===== config.mk =====
export PLATFORM = sky130hd
export DESIGN_NAME = lit_line_interface
export DESIGN_NICKNAME = d
export VERILOG_FILES = /design/src/lit_pkg.sv /design/src/lit_line_interface.sv
export VERILOG_INCLUDE_DIRS = /design/src /design/src/src
export SDC_FILE = /design/constraint.sdc
export NUM_CORES = 1
export LEC_CHECK = 0
export ABC_CLOCK_PERIOD_IN_PS = 6180
export BUFFER_PORTS_ARGS = -buffer_cell sky130_fd_sc_hd__buf_2
export CAP_MARGIN = 20
export CORE_ASPECT_RATIO = 0.5
export CORE_MARGIN = 2
export CORE_UTILIZATION = 30
export DETAILED_ROUTE_END_ITERATION = 10
export GPL_TIMING_DRIVEN = 0
export RECOVER_POWER = 25
export SLEW_MARGIN = 15
export SYNTH_ARGS = -nofsm -noshare
export SYNTH_HDL_FRONTEND = slang
export SYNTH_SLANG_ARGS = --single-unit

===== constraint.sdc =====
create_clock -name clk -period 6.18 [get_ports clk]
set_input_delay 1.236 -clock clk [delete_from_list [all_inputs] [get_ports clk]]
set_output_delay 1.236 -clock clk [all_outputs]
set_load 0.02 [all_outputs]

===== src/lit_regs.svh =====
`ifndef LIT_REGS_SVH
`define LIT_REGS_SVH
// Functional notes
// RULE1: Scan seeing receive clock shift loads 32
// RULE2: Modem receive clock falling edge sets shift
// RULE3: Load 32 needs no oscillator change
// RULE4: Modem mode: oscillator change adds one
// RULE5: Software picks oscillator below half bit rate
// RULE6: Count wraps 63 to 0 gives strobe
// RULE7: Backup strobe samples data, requests service
// RULE8: Software treats backup-strobed characters as corrupt
// RULE9: Status read B: adapter, buffer, service
// RULE10: Control write A latched, driven to adapter
// RULE11: Status read A returns control write A
// RULE12: Control write B loads send data buffer
// RULE13: Status read C: write B, overrun, line
// RULE14: Receive mode strobes from bit timing
// RULE15: Transmit mode strobes from selected oscillator
// RULE16: Strobe falling edge sets service trigger
// RULE17: Scanner clears service before next strobe
// RULE18: Strobe with service still set: overrun
// RULE19: Scanner sets direction, request, data after service
// RULE20: Strobe loads transmit buffer, drives line
// RULE21: Line change while input differs from buffer
// RULE22: Strobe captures input into receive buffer
// RULE23: Six-bit strobe count per timing word
// RULE24: Sixteen timing words scanned in turn
// RULE25: Overrun holds until overrun reset
`define LIT_A_CTRL_A 8'h00
`define LIT_A_CTRL_B 8'h04
`define LIT_A_STAT_B 8'h08
`define LIT_A_STAT_C 8'h0C
`define LIT_A_CONFIG 8'h10
`define LIT_A_SERVICE 8'h14
`define LIT_A_TIMING 8'h18
`define LIT_B_XMIT 0
`define LIT_B_RTS 1
`define LIT_B_NSYNC 2
`define LIT_B_SDATA 3
`define LIT_C_TEST 2
`define LIT_C_TDATA 3
`define LIT_C_EXTCLK 4
`define LIT_S_SVC_RST 0
`define LIT_S_OVR_RST 1
`define LIT_RST_CTRL 8'h00
`define LIT_FORCE_CNT 6'h20
`define LIT_CLK_MHZ 200
`define LIT_SCAN_NS 400
`define LIT_OSC0_HALF_NS 6500
`define LIT_OSC1_HALF_NS 13000
`define LIT_OSC2_HALF_NS 26000
`define LIT_OSC3_HALF_NS 52000
`endif


===== src/lit_pkg.sv =====
package lit_pkg;
   typedef logic [15:0] lit_cnt_t;
   // Timing word: last oscillator sample over six-bit count
   typedef struct packed {
      logic last_oscillator_sample;
      logic [5:0] count;
   } lit_word_s;
   typedef struct packed {
      logic [7:0] ctl_a;
      logic [3:0] ctl_b;
      logic [4:0] cfg;
      logic send_buf;
      logic tx_buf;
      logic rx_buf;
      logic line_chg;
      logic bit_svc;
      logic bit_ovr;
      logic [1:0] rxclk_sync;
      logic rxclk_last;
      logic shift_pend;
      logic [1:0] rxd_sync;
      logic [1:0][7:0] sts_sync;
      logic [3:0] osc;
      logic [3:0][15:0] osc_cnt;
      logic tx_last_oscillator_sample;
      logic [5:0] tx_div;
      logic [6:0] scan_cnt;
      logic [3:0] scan_sel;
      lit_word_s [15:0] bcc;
      logic [31:0] prdata;
      logic pslverr;
   } lit_state_s;
endpackage


===== src/lit_line_interface.sv =====
`timescale 1ns/1ps
`default_nettype none
`include "lit_regs.svh"
module lit_line_interface
   import lit_pkg::*;
#(
   parameter logic [3:0] LINE_ID = 4'h0,
   parameter lit_cnt_t OSC0_HALF = lit_cnt_t'(`LIT_OSC0_HALF_NS * `LIT_CLK_MHZ / 1000),
   parameter lit_cnt_t OSC1_HALF = lit_cnt_t'(`LIT_OSC1_HALF_NS * `LIT_CLK_MHZ / 1000),
   parameter lit_cnt_t OSC2_HALF = lit_cnt_t'(`LIT_OSC2_HALF_NS * `LIT_CLK_MHZ / 1000),
   parameter lit_cnt_t OSC3_HALF = lit_cnt_t'(`LIT_OSC3_HALF_NS * `LIT_CLK_MHZ / 1000)
) (
   // Clock and reset
   input wire logic clk,
   input wire logic reset_n,
   // APB slave
   input wire logic psel,
   input wire logic penable,
   input wire logic pwrite,
   input wire logic [7:0] paddr,
   input wire logic [31:0] pwdata,
   output logic [31:0] prdata,
   output logic pready,
   output logic pslverr,
   // Modem or line adapter pins
   input wire logic modem_rx_clk,
   input wire logic rx_data,
   input wire logic [7:0] adapter_sts,
   output logic [7:0] adapter_ctrl,
   output logic tx_data,
   output logic req_to_send,
   output logic new_sync,
   // Service request lines
   output logic bit_service,
   output logic bit_overrun
);
   localparam logic [6:0] SCAN_CYC = 7'(`LIT_SCAN_NS * `LIT_CLK_MHZ / 1000);
   localparam logic [3:0][15:0] OSC_HALF = {OSC3_HALF, OSC2_HALF, OSC1_HALF, OSC0_HALF};

   lit_state_s q;
   lit_state_s n;

   logic rx_fall;
   logic present_oscillator_sample;
   logic tx_tick;
   logic scan_tick;
   logic own_line;
   logic bcc_strobe;
   logic strobe;
   logic chosen_in;
   logic setup_ph;
   logic wr_acc;
   logic svc_clr;
   logic ovr_clr;
   logic [5:0] inc_cnt;
   lit_word_s w;

   // ---------------------------------------------
   // Next-state logic
   // ---------------------------------------------
   always_comb begin
      n = q;
      rx_fall = 1'b0;
      tx_tick = 1'b0;
      bcc_strobe = 1'b0;
      svc_clr = 1'b0;
      ovr_clr = 1'b0;
      w = q.bcc[q.scan_sel];
      inc_cnt = 6'(w.count + 6'h01);
      own_line = (q.scan_sel == LINE_ID);
      scan_tick = (q.scan_cnt == 7'(SCAN_CYC - 7'h01));
      setup_ph = psel && !penable;
      wr_acc = psel && penable && pwrite;

      // Pin synchronisers; stage 0 feeds stage 1 only
      n.rxclk_sync = {q.rxclk_sync[0], modem_rx_clk};
      n.rxd_sync = {q.rxd_sync[0], rx_data};
      n.sts_sync = {q.sts_sync[0], adapter_sts};
      n.rxclk_last = q.rxclk_sync[1];
      rx_fall = q.rxclk_last && !q.rxclk_sync[1];

      // Business machine oscillators
      for (int i = 0; i < 4; i++) begin
         if (q.osc_cnt[i] >= 16'(OSC_HALF[i] - 16'h0001)) begin
            n.osc_cnt[i] = 16'h0000;
            n.osc[i] = !q.osc[i];
         end else begin
            n.osc_cnt[i] = 16'(q.osc_cnt[i] + 16'h0001);
         end
      end
      present_oscillator_sample = q.osc[q.cfg[1:0]];

      // Transmit bit clock: 64 selected oscillator changes per bit
      if (present_oscillator_sample != q.tx_last_oscillator_sample) begin
         n.tx_last_oscillator_sample = present_oscillator_sample;
         n.tx_div = 6'(q.tx_div + 6'h01);
         tx_tick = (q.tx_div == 6'h3F);
      end

      // Timing word scan, one word per slot
      if (scan_tick) begin
         n.scan_cnt = 7'h00;
         n.scan_sel = 4'(q.scan_sel + 4'h1); // [RULE24]
         if (own_line && q.shift_pend) begin
            n.bcc[q.scan_sel].count = `LIT_FORCE_CNT; // [RULE1] [RULE3]
         end else if (present_oscillator_sample != w.last_oscillator_sample) begin
            n.bcc[q.scan_sel].last_oscillator_sample = present_oscillator_sample;
            n.bcc[q.scan_sel].count = inc_cnt; // [RULE4] [RULE23]
            // Stopped modem clock: wrap gives a backup strobe
            bcc_strobe = own_line && (inc_cnt == 6'h00); // [RULE6]
         end
      end else begin
         n.scan_cnt = 7'(q.scan_cnt + 7'h01);
      end

      // Strobe source by direction
      strobe = q.ctl_b[`LIT_B_XMIT] ? tx_tick : bcc_strobe; // [RULE14] [RULE15]
      chosen_in = q.cfg[`LIT_C_TEST] ? q.cfg[`LIT_C_TDATA] : q.rxd_sync[1];

      // APB writes
      if (wr_acc) begin
         unique case (paddr)
            `LIT_A_CTRL_A: n.ctl_a = pwdata[7:0]; // [RULE10]
            `LIT_A_CTRL_B: begin
               n.ctl_b = pwdata[3:0];
               n.send_buf = pwdata[`LIT_B_SDATA]; // [RULE12]
            end
            `LIT_A_CONFIG: n.cfg = pwdata[4:0];
            `LIT_A_SERVICE: begin
               svc_clr = pwdata[`LIT_S_SVC_RST];
               ovr_clr = pwdata[`LIT_S_OVR_RST];
            end
            default: ;
         endcase
      end

      // Receive clock shift; set wins over the scan's clear
      n.shift_pend = (rx_fall && q.cfg[`LIT_C_EXTCLK]) // [RULE2]
         || (q.shift_pend && !(scan_tick && own_line));

      // Line change compare
      n.line_chg = (chosen_in != q.rx_buf); // [RULE21]

      // Strobe falling edge actions
      if (strobe) begin
         n.rx_buf = chosen_in; // [RULE22] [RULE7]
         n.tx_buf = q.send_buf; // [RULE20]
      end
      n.bit_svc = strobe || (q.bit_svc && !svc_clr); // [RULE16] [RULE7]
      n.bit_ovr = (strobe && q.bit_svc) || (q.bit_ovr && !ovr_clr); // [RULE18] [RULE25]

      // APB read data captured in setup phase
      if (setup_ph) begin
         n.pslverr = 1'b0;
         n.prdata = 32'h0000_0000;
         unique case (paddr)
            `LIT_A_CTRL_A: n.prdata[7:0] = q.ctl_a; // [RULE11]
            `LIT_A_CTRL_B: n.prdata[3:0] = q.ctl_b;
            `LIT_A_STAT_B: n.prdata[9:0] = {q.bit_svc, q.rx_buf, q.sts_sync[1]}; // [RULE9]
            `LIT_A_STAT_C: n.prdata[6:0] = {q.line_chg, chosen_in, q.bit_ovr, q.ctl_b}; // [RULE13]
            `LIT_A_CONFIG: n.prdata[4:0] = q.cfg;
            `LIT_A_SERVICE: ;
            `LIT_A_TIMING: n.prdata[7:0] = {q.shift_pend, q.bcc[LINE_ID]};
            default: n.pslverr = 1'b1;
         endcase
      end
   end

   // ---------------------------------------------
   // State register
   // ---------------------------------------------
   always_ff @(posedge clk) begin
      if (!reset_n) begin
         q <= '0;
      end else begin
         q <= n;
      end
   end

   // ---------------------------------------------
   // Outputs
   // ---------------------------------------------
   assign prdata = q.prdata;
   assign pready = 1'b1;
   assign pslverr = psel && penable && q.pslverr;
   assign adapter_ctrl = q.ctl_a;
   assign tx_data = q.tx_buf;
   assign req_to_send = q.ctl_b[`LIT_B_RTS];
   assign new_sync = q.ctl_b[`LIT_B_NSYNC];
   assign bit_service = q.bit_svc;
   assign bit_overrun = q.bit_ovr;

   logic [5:0] own_cnt;
   assign own_cnt = q.bcc[LINE_ID].count;
endmodule
`default_nettype wire


==> results.cfg, run 1 <==
[synthesis]
ys_ff_latch = 253
ys.flop_type = dfxtp_1
syn_area_mm2 = 0.0109
ys_seq_area_frac = 0.466
async_flop_share = 0
syn_inst = 1082
synth_warnings = 0
synth_cell_type_count = 57
synth_edf_count = 0
avgSynthCellArea_um2 = 10.0

[die]
rows = 49
pin_count = 102
die_y_um = 139
coreArea_mm2 = 0.0358
die_w_um = 273
start_util = 0.304
die_area_mm2 = 0.0379

[clocking]
cts_root_buf = clkbuf_16
numClockSinks = 253
cts_tree = done
clk_pin_slew_worst_paths_ps = 60
hold_buffers = 0
ctsResizeCount = 0
clkLatencyLatePin_ps = 530
post_cts_buffers = 0
numCtsBuffers = 26
clk_path_buf_depth = 3
cts_max_level = 1

[sta]
worstMarginPinSlew_ps = 1060
setup_violations = 0
slew_headroom = 0.286
max_freq_mhz = 242
tns_ps = 0
rsz0062_at_grt = false
fin_crit_sh = 0.669
hold_ws_ps = 427
drv_slew = 0
skew_ps = 20.8
worst_slack_ps = 2050
final_hold_viol_count = 0
finalCriticalPeriod_ps = 4130

[placed_design]
port_buffers = 52
gp_congestion = 0.859
dpl.hpwl_mm = 18.3
place_ws_ps = 2110
dp_cells = 1654
placed_area_mm2 = 0.0119

[critical_path]
crit_type = flip-flop to flip-flop
startpoint = q[145]
rrSetupSlack_ps = 2050
critPathLaunchType = flip-flop
rr_startpoint = q[145]
r2r_cells = 11
cp-end-kind = flip-flop
worst_ep_required_time_ps = 6600
timing.rr.end = q[256]
crit_arrival_ps = 4550
cp-endpoint = q[256]
cp_max_fo = 10

[power]
irDropWorstVdd_uv = 174
p_total_mw = 3.38
power_frac_comb = 0.038
p_clk_frac = 0.471
pwr_density_cell_mw_per_mm2 = 265
p_int_mw = 2.63
switching_share = 0.221
p_leak_nw = 5.38
seq_power_share = 0.492
switchingPower_mw = 0.747

[final_layout]
final_cell_count_no_fill = 1701
fin_util = 0.356
fillCellCount = 3677
layout_commonest_cell = dfxtp_1
area_delta_synth_final_pct = 17.2
antenna_cells = 0
mostFrequentLayoutCells = dfxtp_1, nor2_1, mux2i_1
drive_gt1_frac = 0.155
fin_area_mm2 = 0.0127
fin_nets = 1265

[global_routing]
grt_usage = 0.136
grt.overflow.total = 0
antenna_found_initial = 0
grt_max_degree = 16
grt_pass1_vias = 7477
grt_pass1_wl_mm = 41.1

[detailed_routing]
drtAntennaViolNets = 0
drt_iter0_markers = 484
dr.pass1.iters = 5
detail_route.vias_per_cell = 4.68
routed-via-count = 7964
wl_mm = 26.2
wl_per_cell_um = 15.4
drc = 0

[hold_path]
hold_depth = 2
hold_path.class = flip-flop to flip-flop

[status]
status = completed

[job]
drv_cap = 0
[critical path, stage by stage (launching register included)]
cell     delay, ps
dfxtp_1        350
buf_2          250
buf_4          310
buf_2          430
mux4_2         610
a22oi_1        270
nand2_1        170
ha_1           280
xor2_2         260
or4_1          500
o41a_1         410
mux2i_1        150
[cell type report]
type / instances / area (um^2) / share of cell area
Clock inverter: 8 / 76.3 / 0.00599
Buffer: 103 / 571 / 0.0448
Multi-Input combinational cell: 748 / 5320 / 0.418
Sequential cell: 253 / 5060 / 0.398
Tap cell: 484 / 606 / 0.0475
Clock buffer: 39 / 801 / 0.0628
Inverter: 13 / 48.8 / 0.00383
Timing Repair Buffer: 53 / 254 / 0.0199
[power groups by stage]
stage	Sequential [mW]	Clock (mW)	Combinational, mW
after detailed placement	1.70	0	0.128
final	1.66	1.59	0.128
after floorplan	1.70	0	0.0892
after global placement	1.70	0	0.128
after global routing	1.66	1.69	0.140
after CTS	1.66	1.63	0.129
[flip-flops by register name, summed over array words and instances (netlist names)]
name,flops
adapter_ctrl,8
bit_overrun,1
bit_service,1
n,11
new_sync,1
own_cnt,6
prdata,10
q,213
req_to_send,1
tx_data,1
[worst min-delay path by stage]
| stage | startpoint | endpoint |
|---|---|---|
| final | n[250] | q[250] |
| after floorplan | n[252] | n[250] |
| after detailed placement | n[239] | q[239] |
| after global placement | n[246] | q[246] |
| after global routing | n[244] | q[244] |
| after CTS | n[250] | q[250] |
[kinds of logic (layout without fill, tap and decap cells)]
logic type,Yosys count,in the layout,share of synthesized area
AO/OA/AOI/OAI,84,84,0.0528
XOR/XNOR,62,62,0.0506
adder cells (fa/ha/maj),12,12,0.0138
buffers and inverters,116,216,0.0570
flip-flops,253,253,0.466
multiplexers,150,150,0.182
other,2,37,0.000691
AND/OR/NAND/NOR,403,403,0.177
[layer usage]
layer	GRT usage	up-vias	wire length [um]
li1	-	3915	-
met1	0.194	3818	12700
met2	0.210	184	11500
met3	0.0235	47	1330
met4	0.0360	0	588
met5	0	-	0
[cells in the mapped netlist (all sizes together) (3+ instances only)]
cell type	count	share of area
inv	12	0.0041
nand4	21	0.017
and2	25	0.014
a221oi	5	0.0040
nand3	43	0.020
clkbuf	42	0.014
xnor2	24	0.019
dfxtp	253	0.47
a21oi	25	0.012
a311oi	3	0.0024
mux2	4	0.0041
and3	24	0.014
nor3	8	0.0037
nor2	203	0.070
nand2b	7	0.0040
nor4	3	0.0017
mux2i	109	0.10
o21ai	14	0.0068
a211oi	7	0.0048
ha	12	0.014
buf	61	0.038
xor2	38	0.031
a22oi	7	0.0048
and4	4	0.0032
a22o	7	0.0056
nor2b	8	0.0046
nand2	44	0.015
or3	4	0.0023
mux4	37	0.078
Note: power is estimated with default switching activity, not from simulation.
==> run 2, diff against run 1 <==
- ABC_CLOCK_PERIOD_IN_PS: 6180 -> 3430
- clock period: 6.18 -> 3.43 ns (I/O delays scaled with it)
==> run 2 against run 1 <==
  * Fmax rose by 24%
  * Critical path depth fell by 2
  * Flip-flop and latch count did not move
  * Register-to-register slack got worse by 1900 ps
==> results.cfg, run 2 (synthesized netlist as in run 1, its figures left out) <==
[critical_path]
critical_path.top_delay_family = multiplexers
crit_arrival_ps = 3780
critPathLaunchType = flip-flop
worst_ep_required_time_ps = 3890
rr_startpoint = q[145]
cpMaxStageDelayCell = xnor2_1
startpoint = q[145]
crit_type = flip-flop to flip-flop
path_depth = 9
timing.rr.end = q[256]
crit_chain = buf_6 > buf_12 > buf_12 > buf_4 > mux4_2 > mux4_2 > xnor2_1 > o41a_1 > mux2i_1
rrSetupSlack_ps = 110
r2r_cells = 9
cp-end-kind = flip-flop
path_buf_inv = 4
cp-endpoint = q[256]
cp_max_fo = 10
max_stage_delay_ps = 710

[final_layout]
largest_reg_flops = 213
fillCellCount = 3656
area_delta_synth_final_pct = 19.6
drive_gt1_frac = 0.168
fin_nets = 1270
antenna_cells = 0
top_register = q
fin_util = 0.363
layout_commonest_cell = dfxtp_1
mostFrequentLayoutCells = dfxtp_1, nor2_1, mux2i_1

[die]
die_y_um = 139
rows = 49
die_w_um = 273
die_area_mm2 = 0.0379
pin_count = 102
coreArea_mm2 = 0.0358
start_util = 0.304

[global_routing]
grt_pass1_vias = 7540
grt_pass1_wl_mm = 41.5
grt_max_degree = 16
grt.overflow.total = 0
antenna_found_initial = 0
grt_usage = 0.137

[clocking]
cts_max_level = 1
clk_pin_slew_worst_paths_ps = 60
numClockSinks = 253
cts_tree = done
numCtsBuffers = 26
cts_root_buf = clkbuf_16
clk_path_buf_depth = 3
clkLatencyLatePin_ps = 530

[sta]
fin_crit_sh = 0.968
worstMarginPinSlew_ps = 1060
drv_slew = 0
max_freq_mhz = 301
slew_headroom = 0.283
setup_violations = 0
worst_slack_ps = 108
finalCriticalPeriod_ps = 3320
skew_ps = 19.5
final_hold_viol_count = 0
rsz0062_at_grt = false

[detailed_routing]
drc = 0
drt_iter0_markers = 515
detail_route.vias_per_cell = 4.67
routed-via-count = 7973
dr.pass1.iters = 5
wl_per_cell_um = 15.5
wl_mm = 26.4
drtAntennaViolNets = 0

[placed_design]
gp_congestion = 0.859
dpl.hpwl_mm = 18.3
port_buffers = 52
place_ws_ps = -642

[power]
pwr_density_cell_mw_per_mm2 = 469
p_leak_nw = 5.44
irDropWorstVdd_uv = 314

[hold_path]
hold_path.class = input pin to flip-flop

[status]
status = completed

[job]
drv_cap = 0
-- run 2: cell count changes in the layout (fill, tap and decap cells not counted), moves of 3 or more --
| cell | previous run | this run |
|---|---|---|
| clkbuf_2 | 0 | 3 |
| buf_12 | 0 | 3 |
| nand4_4 | 0 | 9 |
| clkbuf_1 | 60 | 64 |
| nand4_2 | 9 | 0 |
| buf_2 | 50 | 35 |
| buf_4 | 43 | 51 |
-- run 2: worst min-delay path by stage --
stage / from / endpoint / slack (ps) / depth (start not counted)
2_1_floorplan: n[252] / n[250] / 410 / 1
3_3_place_gp: n[246] / q[246] / 420 / 1
3_5_place_dp: n[239] / q[239] / 420 / 1
4_1_cts: adapter_sts[6] / n[245] / 360 / 2
5_1_grt: adapter_sts[6] / n[245] / 350 / 2
6_report: adapter_sts[6] / n[245] / 370 / 2
-- run 2: cell type report --
type,instances,area [um^2],share of cell area
multi-input combinational,748,5480,0.421
sequential,253,5070,0.390
clock buffer,39,801,0.0616
buffer,100,612,0.0471
tap,484,606,0.0466
timing repair buffer,61,314,0.0242
clock inverter,8,76.3,0.00587
inverter,13,48.8,0.00375
-- run 2: report_power, final --
part | switching (mW) | total (mW) | internal [mW]
combinational | 0.156 | 0.242 | 0.0858
clock | 1.17 | 2.86 | 1.69
sequential | 0.0174 | 2.99 | 2.98
-- run 2: timing repair --
action,CTS,global route
gates resized for setup,35,12
setup endpoints to repair,112,57
gates cloned,0,0
buffers inserted,5,3
hold buffers,0,0
pin swaps,2,3
-- run 2: per-layer routing --
layer	wire length, um	GRT usage	part of all wire	vias to the layer above
met2	11800	0.215	0.45	177
met5	0	0	0	-
met3	1320	0.0223	0.050	45
li1	-	-	-	3926
met1	12600	0.194	0.48	3825
met4	588	0.0371	0.022	0
-- run 2: through the flow --
step / TNS (ps) / std cells / instance area [um^2] / hold slack, ps / power [mW]
2_1_floorplan: 0 / 1117 / 11000 / 412 / 3.21
3_3_place_gp: -32150 / 1653 / 11900 / 415 / 3.29
3_5_place_dp: -30960 / 1654 / 11900 / 418 / 3.29
4_1_cts: -14.9 / 1704 / 12900 / 358 / 6.16
5_1_grt: 0 / 1706 / 13000 / 353 / 6.30
6_report: 0 / 1706 / 13000 / 372 / 6.10
